File: config.mk
export PLATFORM = sky130hd
export DESIGN_NAME = adc_control_sequencer
export DESIGN_NICKNAME = d
export VERILOG_FILES = /design/src/adc_control_sequencer.v /design/src/conv_clock_divider.v
export VERILOG_INCLUDE_DIRS = /design/src
export SDC_FILE = /design/constraint.sdc
export NUM_CORES = 1
export LEC_CHECK = 0
export ABC_AREA = 0
export BUFFER_PORTS_ARGS = -buffer_cell sky130_fd_sc_hd__buf_2
export CORE_ASPECT_RATIO = 1.25
export CORE_MARGIN = 4
export CORE_UTILIZATION = 43
export DETAILED_ROUTE_END_ITERATION = 10
export PLACE_DENSITY = 0.74
export SKIP_CTS_REPAIR_TIMING = 1
export SKIP_LAST_GASP = 1
export SLEW_MARGIN = 20
export SYNTH_ARGS = -nofsm -noshare
export SYNTH_HDL_FRONTEND = slang
export SYNTH_SLANG_ARGS = --single-unit
File: constraint.sdc
create_clock -name aclk -period 1.58 [get_ports aclk]
set_input_delay 0.237 -clock aclk [delete_from_list [all_inputs] [get_ports aclk]]
set_output_delay 0.237 -clock aclk [all_outputs]
set_load 0.005 [all_outputs]
File: src/adc_control_sequencer_defines.vh
// register map, field positions and reset values of the converter control sequencer
// Function
// - one trigger bit launches and resets converter
// - trigger written 0-1-0 starts one conversion
// - trigger high holds reset and busy flag
// - busy flag cleared when conversion finishes
// - interrupt request flag set every conversion end
// - enabled interrupt raises internal request on completion
// - three-bit divider selects sysclk down to /64
// - pin enable bits turn port pins analog
// - exactly one source routed to converter input
// - low select picks analog input 0..3
// - reference select takes external pin, frees others
// - power-down bit switches converter off when 1
`ifndef ADC_CONTROL_SEQUENCER_DEFINES_VH
`define ADC_CONTROL_SEQUENCER_DEFINES_VH

// -----------------------------------------------------------------
// register byte offsets
// -----------------------------------------------------------------
`define OFF_CTRL_FIRST 8'h00
`define OFF_CTRL_SECOND 8'h04
`define OFF_PIN_ENABLE 8'h08
`define OFF_IRQ_STATUS 8'h0C

// -----------------------------------------------------------------
// field positions
// -----------------------------------------------------------------
`define BIT_START 7
`define BIT_BUSY 6
`define BIT_POWER_DOWN 5
`define BIT_DATA_FORMAT 4
`define BIT_REF_CH_SEL 7
`define BIT_BANDGAP_EN 6
`define BIT_REF_SRC_SEL 4
`define BIT_IRQ_FLAG 0
`define BIT_IRQ_ENABLE 1
`define BIT_REF_INVALID 2

// -----------------------------------------------------------------
// reset values and writable masks
// -----------------------------------------------------------------
`define CTRL_FIRST_RST 8'h60
`define CTRL_FIRST_WMASK 8'hB3
`define CTRL_SECOND_RST 8'h00
`define CTRL_SECOND_WMASK 8'hD7
`define PIN_ENABLE_RST 8'h0F
`define PIN_ENABLE_WMASK 8'h0F
`define TRIGGER_RST 1'h0
`define DIV_SELECT_RST 3'h0
`define PIN_FIELD_RST 4'hF
`define DIV_UNDEFINED 3'b111
`define RESP_OKAY 2'b00
`define RESP_SLVERR 2'b10

`endif

File: src/adc_control_sequencer.v
// converter control sequencer with axi4-lite register access
//
// Register access over AXI4-Lite and the placing of the registers were chosen for this implementation.
`timescale 1ns/1ps
`include "adc_control_sequencer_defines.vh"
module adc_control_sequencer (
    input wire aclk,
    input wire aresetn,
    input wire [7:0] s_axi_awaddr,
    input wire s_axi_awvalid,
    output reg s_axi_awready,
    input wire [31:0] s_axi_wdata,
    input wire [3:0] s_axi_wstrb,
    input wire s_axi_wvalid,
    output reg s_axi_wready,
    output reg [1:0] s_axi_bresp,
    output reg s_axi_bvalid,
    input wire s_axi_bready,
    input wire [7:0] s_axi_araddr,
    input wire s_axi_arvalid,
    output reg s_axi_arready,
    output reg [31:0] s_axi_rdata,
    output reg [1:0] s_axi_rresp,
    output reg s_axi_rvalid,
    input wire s_axi_rready,
    input wire conv_done,
    output reg conv_reset_ff,
    output reg conv_start_ff,
    output wire conv_clock_tick,
    output reg converter_power_down_ff,
    output reg bandgap_output_enable_ff,
    output reg reference_source_select_ff,
    output reg [3:0] analog_pin_enables_ff,
    output reg [4:0] input_source_onehot_ff,
    output reg irq_request_ff
);
    localparam ST_IDLE = 2'd0;
    localparam ST_HELD = 2'd1;
    localparam ST_CONVERT = 2'd2;
    reg [1:0] state_ff;
    reg start_bit_ff, busy_ff, data_format_ff, internal_ref_channel_select_ff;
    reg [1:0] channel_select_low_ff;
    reg [2:0] conv_clock_divider_select_ff;
    reg irq_flag_ff, irq_enable_ff, aw_got_ff, w_got_ff, w_lane0_ff;
    reg [7:0] aw_addr_ff, w_data_ff, rd_byte;
    reg done_s1_ff, done_s2_ff, done_s3_ff, done_lvl_ff;
    reg rd_hit;
    wire wr_fire, wr_en, done_rise;
    wire [7:0] ctrl_first_rd, ctrl_second_rd, irq_status_rd;
    // -----------------------------------------------------------------
    // conversion clock divider
    // -----------------------------------------------------------------
    conv_clock_divider u_div (
        .aclk(aclk),
        .aresetn(aresetn),
        .div_sel(conv_clock_divider_select_ff),
        .tick_ff(conv_clock_tick)
    );
    // -----------------------------------------------------------------
    // end-of-conversion input from the analog core
    // -----------------------------------------------------------------
    // three stages; the level is only believed once stages two and three agree
    always @(posedge aclk)
    begin
        if (!aresetn)
        begin
            done_s1_ff <= 1'b0;
            done_s2_ff <= 1'b0;
            done_s3_ff <= 1'b0;
            done_lvl_ff <= 1'b0;
        end
        else
        begin
            done_s1_ff <= conv_done;
            done_s2_ff <= done_s1_ff;
            done_s3_ff <= done_s2_ff;
            if (done_s2_ff == done_s3_ff)
                done_lvl_ff <= done_s3_ff;
        end
    end
    assign done_rise = done_s2_ff & done_s3_ff & ~done_lvl_ff;
    // -----------------------------------------------------------------
    // axi4-lite write channels
    // -----------------------------------------------------------------
    // address and data are taken in either order; response follows both
    assign wr_fire = aw_got_ff & w_got_ff & ~s_axi_bvalid;
    assign wr_en = wr_fire & w_lane0_ff;
    always @(posedge aclk)
    begin
        if (!aresetn)
        begin
            s_axi_awready <= 1'b1;
            s_axi_wready <= 1'b1;
            s_axi_bvalid <= 1'b0;
            s_axi_bresp <= `RESP_OKAY;
            aw_got_ff <= 1'b0;
            w_got_ff <= 1'b0;
            w_lane0_ff <= 1'b0;
        end
        else
        begin
            if (s_axi_awvalid && s_axi_awready)
            begin
                aw_addr_ff <= s_axi_awaddr;
                aw_got_ff <= 1'b1;
                s_axi_awready <= 1'b0;
            end
            if (s_axi_wvalid && s_axi_wready)
            begin
                w_data_ff <= s_axi_wdata[7:0];
                w_lane0_ff <= s_axi_wstrb[0];
                w_got_ff <= 1'b1;
                s_axi_wready <= 1'b0;
            end
            if (wr_fire)
            begin
                aw_got_ff <= 1'b0;
                w_got_ff <= 1'b0;
                s_axi_bvalid <= 1'b1;
                case ({aw_addr_ff[7:2], 2'b00})
                    `OFF_CTRL_FIRST, `OFF_CTRL_SECOND, `OFF_PIN_ENABLE, `OFF_IRQ_STATUS:
                        s_axi_bresp <= `RESP_OKAY;
                    default: s_axi_bresp <= `RESP_SLVERR;
                endcase
            end
            if (s_axi_bvalid && s_axi_bready)
            begin
                s_axi_bvalid <= 1'b0;
                s_axi_awready <= 1'b1;
                s_axi_wready <= 1'b1;
            end
        end
    end
    // -----------------------------------------------------------------
    // register file
    // -----------------------------------------------------------------
    // only writable bits are stored, so unimplemented bits stay zero
    always @(posedge aclk)
    begin
        if (!aresetn)
        begin
            start_bit_ff <= `TRIGGER_RST;
            converter_power_down_ff <= 1'b1;
            data_format_ff <= 1'b0;
            channel_select_low_ff <= 2'b00;
            internal_ref_channel_select_ff <= 1'b0;
            bandgap_output_enable_ff <= 1'b0;
            reference_source_select_ff <= 1'b0;
            conv_clock_divider_select_ff <= `DIV_SELECT_RST;
            analog_pin_enables_ff <= `PIN_FIELD_RST;
            irq_enable_ff <= 1'b0;
        end
        else if (wr_en)
        begin
            case ({aw_addr_ff[7:2], 2'b00})
                `OFF_CTRL_FIRST:
                begin
                    start_bit_ff <= w_data_ff[`BIT_START];
                    converter_power_down_ff <= w_data_ff[`BIT_POWER_DOWN];
                    data_format_ff <= w_data_ff[`BIT_DATA_FORMAT];
                    channel_select_low_ff <= w_data_ff[1:0];
                end
                `OFF_CTRL_SECOND:
                begin
                    internal_ref_channel_select_ff <= w_data_ff[`BIT_REF_CH_SEL];
                    bandgap_output_enable_ff <= w_data_ff[`BIT_BANDGAP_EN];
                    reference_source_select_ff <= w_data_ff[`BIT_REF_SRC_SEL];
                    conv_clock_divider_select_ff <= w_data_ff[2:0];
                end
                `OFF_PIN_ENABLE:
                    analog_pin_enables_ff <= w_data_ff[3:0];
                `OFF_IRQ_STATUS:
                    irq_enable_ff <= w_data_ff[`BIT_IRQ_ENABLE];
                default: irq_enable_ff <= irq_enable_ff;
            endcase
        end
    end
    // -----------------------------------------------------------------
    // conversion sequence
    // -----------------------------------------------------------------
    // raising the trigger aborts any conversion in flight; lowering it launches one
    always @(posedge aclk)
    begin
        if (!aresetn)
        begin
            state_ff <= ST_IDLE;
            busy_ff <= 1'b1;
            conv_reset_ff <= 1'b0;
            conv_start_ff <= 1'b0;
        end
        else
        begin
            conv_start_ff <= 1'b0;
            case (state_ff)
                ST_IDLE:
                begin
                    if (start_bit_ff)
                    begin
                        state_ff <= ST_HELD;
                        busy_ff <= 1'b1;
                        conv_reset_ff <= 1'b1;
                    end
                end
                ST_HELD:
                begin
                    if (!start_bit_ff)
                    begin
                        state_ff <= ST_CONVERT;
                        conv_reset_ff <= 1'b0;
                        conv_start_ff <= 1'b1;
                    end
                end
                ST_CONVERT:
                begin
                    if (start_bit_ff)
                    begin
                        state_ff <= ST_HELD;
                        conv_reset_ff <= 1'b1;
                    end
                    else if (done_rise)
                    begin
                        state_ff <= ST_IDLE;
                        busy_ff <= 1'b0;
                    end
                end
                default: state_ff <= ST_IDLE;
            endcase
        end
    end
    // -----------------------------------------------------------------
    // interrupt request flag and input routing
    // -----------------------------------------------------------------
    // a completion in the same cycle as a write-one clear keeps the flag set
    always @(posedge aclk)
    begin
        if (!aresetn)
        begin
            irq_flag_ff <= 1'b0;
            irq_request_ff <= 1'b0;
            input_source_onehot_ff <= 5'h00;
        end
        else
        begin
            if (state_ff == ST_CONVERT && !start_bit_ff && done_rise)
                irq_flag_ff <= 1'b1;
            else if (wr_en && {aw_addr_ff[7:2], 2'b00} == `OFF_IRQ_STATUS &&
                     w_data_ff[`BIT_IRQ_FLAG])
                irq_flag_ff <= 1'b0;
            irq_request_ff <= irq_enable_ff &
                (irq_flag_ff | (state_ff == ST_CONVERT && !start_bit_ff && done_rise));
            input_source_onehot_ff <= internal_ref_channel_select_ff ? 5'h10 :
                                      5'h01 << channel_select_low_ff;
        end
    end
    // -----------------------------------------------------------------
    // axi4-lite read channel
    // -----------------------------------------------------------------
    assign ctrl_first_rd = {start_bit_ff, busy_ff, converter_power_down_ff, data_format_ff,
                            2'b00, channel_select_low_ff};
    assign ctrl_second_rd = {internal_ref_channel_select_ff, bandgap_output_enable_ff, 1'b0,
                             reference_source_select_ff, 1'b0, conv_clock_divider_select_ff};
    // the internal reference is only valid with the bandgap running
    assign irq_status_rd = {5'h00, internal_ref_channel_select_ff & ~bandgap_output_enable_ff,
                            irq_enable_ff, irq_flag_ff};
    // read decode; unmapped addresses answer slverr with zero data
    always @*
    begin
        rd_hit = 1'b1;
        rd_byte = 8'h00;
        case ({s_axi_araddr[7:2], 2'b00})
            `OFF_CTRL_FIRST: rd_byte = ctrl_first_rd;
            `OFF_CTRL_SECOND: rd_byte = ctrl_second_rd;
            `OFF_PIN_ENABLE: rd_byte = {4'h0, analog_pin_enables_ff};
            `OFF_IRQ_STATUS: rd_byte = irq_status_rd;
            default: rd_hit = 1'b0;
        endcase
    end
    always @(posedge aclk)
    begin
        if (!aresetn)
        begin
            s_axi_arready <= 1'b1;
            s_axi_rvalid <= 1'b0;
            s_axi_rdata <= 32'h0000_0000;
            s_axi_rresp <= `RESP_OKAY;
        end
        else if (s_axi_arvalid && s_axi_arready)
        begin
            s_axi_arready <= 1'b0;
            s_axi_rvalid <= 1'b1;
            s_axi_rdata <= {24'h00_0000, rd_byte};
            s_axi_rresp <= rd_hit ? `RESP_OKAY : `RESP_SLVERR;
        end
        else if (s_axi_rvalid && s_axi_rready)
        begin
            s_axi_rvalid <= 1'b0;
            s_axi_arready <= 1'b1;
        end
    end
endmodule

File: src/conv_clock_divider.v
// conversion clock tick generator dividing the system clock by 1..64
`timescale 1ns/1ps
`include "adc_control_sequencer_defines.vh"
module conv_clock_divider (
    input wire aclk,
    input wire aresetn,
    input wire [2:0] div_sel,
    output reg tick_ff
);
    reg [5:0] cnt_ff;
    reg [5:0] mask;

    // -----------------------------------------------------------------
    // divide mask per select code
    // -----------------------------------------------------------------
    always @*
    begin
        case (div_sel)
            3'b000: mask = 6'h00;
            3'b001: mask = 6'h01;
            3'b010: mask = 6'h03;
            3'b011: mask = 6'h07;
            3'b100: mask = 6'h0F;
            3'b101: mask = 6'h1F;
            3'b110: mask = 6'h3F;
            default: mask = 6'h3F;
        endcase
    end

    // one tick per conversion clock period; undefined code gives no clock
    always @(posedge aclk)
    begin
        if (!aresetn)
        begin
            cnt_ff <= 6'h00;
            tick_ff <= 1'b0;
        end
        else
        begin
            cnt_ff <= cnt_ff + 6'h01;
            tick_ff <= (div_sel != `DIV_UNDEFINED) && ((cnt_ff & mask) == mask);
        end
    end
endmodule
==> summary.txt <==
GRT
  – Initial antenna violation count: 0
  – Number of global-route vias before repair: 1914
  – GRT Total Usage: 14.4%
  – First-pass GRT wire length: 8.83 mm
  – GR Overflow Total: 0
  – Pin count of the biggest net entering global routing: 21

Synth
  – Post-Synth XOR/XNOR Area: 0.900%
  – Cells after Synth: 283
  – Mux cell area share after synthesis: 9.09%
  – Distinct cells, synth: 42
  – Post-synthesis compound-gate area fraction: 7.63%
  – Synth Register Bits: 71
  – Part of the Yosys area used for sequential elements: 53.5%
  – Warnings from Yosys: 0
  – Adder-Cell Fraction of Synth Area: 2.14%
  – Async S/R FF share, synth: 0%
  – Ys flop type: dfxtp_1
  – Synthesized-area fraction occupied by and/or/nand/nor cells: 17.6%
  – Largest family of logic cells by synthesized area: simple AND/OR/NAND/NOR gates
  – EDFF count, synth: 14
  – Synthesized cell area: 2920 sq um
  – Synth Area per Inst: 10.3 sq um

Critical path
  – CP max stage delay: 0.59 ns
  – Crit path kind: register to register
  – R2R setup slack: -0.001 ns
  – Slowest cell on the critical path: or4_4
  – Cells on worst reg2reg path: 4
  – Crit path capture: analog_pin_enables_ff[2]$_SDFFE_PN1P_
  – WP depth: 4
  – Reg2reg start: aw_addr_ff[5]$_DFFE_PP_
  – CP startpoint: aw_addr_ff[5]$_DFFE_PP_
  – Type of origin of the critical path: register
  – CP max FO: 4
  – CP delay by family, top: simple AND/OR/NAND/NOR gates
  – CP endpoint kind: register
  – R2r endpoint: analog_pin_enables_ff[2]$_SDFFE_PN1P_
  – WP data required: 1.85 ns
  – WP buf/inv: 1
  – Arrival time at the worst endpoint: 1.85 ns
  – Critical-path cell list: or4_4, nor4_4, buf_4, mux2i_1

Routing
  – Via-to-Cell Ratio: 4.75
  – DRC viols: 0
  – Detailed Route Iter0 Violations: 101
  – Routed wire length per instance: 12.6 um
  – Vias: 2117
  – TritonRoute pass-1 iters: 5
  – Antenna viol nets, final: 0
  – Final WL: 5.62 mm

STA
  – Setup Viol. Count Final: 1
  – Final setup margin: -0.00111 ns
  – Minimum clock period: 1.58 ns
  – Final hold vios: 0
  – Clk_skew: 0.00705 ns
  – RSZ-0062 raised after global routing: yes
  – Max Clock Freq: 0.632 GHz
  – Pins over their slew limit: 0
  – Sum Neg Setup Slack: -0.00111 ns
  – Final period utilization: 100%

Die
  – Core Area: 6570 sq um
  – Standard-cell rows: 33
  – Die Area: 8180 sq um
  – Starting Density: 44.5%
  – # IOs: 117
  – Die width: 81.7 um
  – Vert. Die Dim: 100 um

Cells and area
  – Final core occ: 53.3%
  – Layout cells sized above 1: 26.2%
  – Ant. Diodes: 0
  – Layout net count: 419
  – Footprint of the multi-input gates: 1210 sq um
  – Post-Layout Cell Count: 446
  – Area Overhead vs Synth: 20.0%
  – Fillcell total: 622
  – Storage cell area: 1560 sq um

Clock network
  – Clk slew on worst S/H paths: 0.06 ns
  – H-tree depth: 3
  – Clk_lat worst skew: 0.34 ns
  – Clock sink total: 71
  – Root buffer cell: clkbuf_8
  – Num CTS Buffers: 9
  – CTS Buffer Depth: 2
  – CTS tree: yes

Placed design
  – Placer congestion estimate: 0.839
  – Post-detail-place hpwl: 4.30 mm
  – I/O Buffers: 59
  – Dpl cells: 429

Status
  – Status: finished, violations left
  – Failing checks: setup timing

Power and ir drop
  – Power density cells: 1010 nW/um^2
  – Pleak: 0.00159 uW
  – Power, Total: 3540 uW
  – Worst VDD drop: 0.553 mV

Run
  – Max Cap Viol: 0

Worst hold path
  – Hold Path Class: primary input to register
==> report_power, final <==
part           leakage [uW]  internal [uW]  total (uW)  switching, uW
clock network      0.000108            790        1400            611
registers          0.000593           1900        1930           31.1
logic              0.000887           90.3         209            119
total               0.00159           2780        3540            761
==> kinds of logic (layout without fill, tap and decap cells) <==
| group | count (synthesis) | count (layout) |
|---|---|---|
| mux | 24 | 24 |
| simple gates | 99 | 99 |
| other cells | 1 | 26 |
| fa+ha+maj | 5 | 5 |
| flops | 71 | 71 |
| xor+xnor | 3 | 3 |
| compound gates | 36 | 36 |
| buf+inv | 44 | 95 |
==> how the worst min path moves through the flow <==
stage / end / cells after the start / from
floorplan: aw_addr_ff[2]$_DFFE_PP_ / 0 / s_axi_awaddr[2]
global placement: done_s2_ff$_SDFF_PN0_ / 1 / done_s1_ff$_SDFF_PN0_
detailed placement: w_data_ff[1]$_DFFE_PP_ / 1 / s_axi_wdata[1]
CTS: w_data_ff[1]$_DFFE_PP_ / 1 / s_axi_wdata[1]
global route: w_data_ff[0]$_DFFE_PP_ / 1 / s_axi_wdata[0]
finish: w_data_ff[1]$_DFFE_PP_ / 1 / s_axi_wdata[1]
==> cells in the mapped netlist (2+ instances only) <==
master | count | area [sq um]
a32o_1 | 2 | 20.0
mux2i_1 | 22 | 220
nand3b_1 | 4 | 30.0
nor2_1 | 27 | 101
ha_1 | 5 | 62.6
a21boi_0 | 2 | 15.0
xor2_1 | 2 | 17.5
edfxtp_1 | 14 | 420
inv_1 | 8 | 30.0
nand2b_1 | 8 | 50.1
a211oi_1 | 2 | 15.0
nand4_1 | 3 | 18.8
buf_4 | 26 | 195
and2_1 | 5 | 31.3
nand2_1 | 30 | 113
o21ai_0 | 10 | 50.1
nor2b_1 | 3 | 18.8
clkbuf_1 | 9 | 33.8
mux4_2 | 2 | 45.0
nor4_1 | 5 | 31.3
a21oi_1 | 13 | 65.1
nor4b_1 | 3 | 26.3
dfxtp_1 | 57 | 1140
nand3_1 | 3 | 15.0
==> layer usage <==
layer	vias to the layer above	part of all wire [%]	track usage [%]
li1	1070	-	-
met1	965	43	17.2
met2	74	48	23.7
met3	8	6.9	3.32
met4	0	2.1	8.06
met5	-	0	0
==> sequential cells by signal, summed over array words and instances (netlist names), 2 cells and up <==
register,count
channel_select_low_ff,2
input_source_onehot_ff,5
s_axi_rdata,8
u_div.cnt_ff,6
w_data_ff,8
state_ff,2
aw_addr_ff,6
analog_pin_enables_ff,4
conv_clock_divider_select_ff,3
==> layout by cell type (no fill, tap or decap), types with 2 or more instances in the layout <==
master,instances
a211oi_1,2
nor2_1,26
buf_2,59
mux4_2,2
ha_1,5
o21ai_0,10
nor4b_1,3
and2_1,5
mux2i_1,22
clkinv_2,2
conb_1,26
nand2b_1,8
nand4_1,3
a21oi_1,13
buf_4,12
a21boi_0,2
edfxtp_1,14
nor4_1,3
nand3_1,3
a32o_1,2
inv_1,8
xor2_1,2
nor2b_1,3
nand2_1,30
clkbuf_8,12
nand3b_1,4
dfxtp_1,57
nor4_4,2
==> per-stage QoR <==
| step | hold slack (ns) | instance area, sq um | setup slack, ns |
|---|---|---|---|
| finish | 0.0751 | 3500 | -0.00111 |
| detailed placement | 0.415 | 3280 | -0.0521 |
| global placement | 0.415 | 3280 | -0.00717 |
| floorplan | 0.336 | 3020 | 0.0632 |
| CTS | 0.0520 | 3480 | -0.0686 |
| global route | 0.0604 | 3500 | -0.0607 |
==> cell type report <==
type	instances	share of cell area, %
Clock buffer	14	5.54
Clock inverter	2	0.286
Inverter	8	0.857
Multi-Input combinational cell	193	34.6
Sequential cell	71	44.6
Tap cell	87	3.11
Timing Repair Buffer	71	11.0
Note: power is estimated with default switching activity, not from simulation.
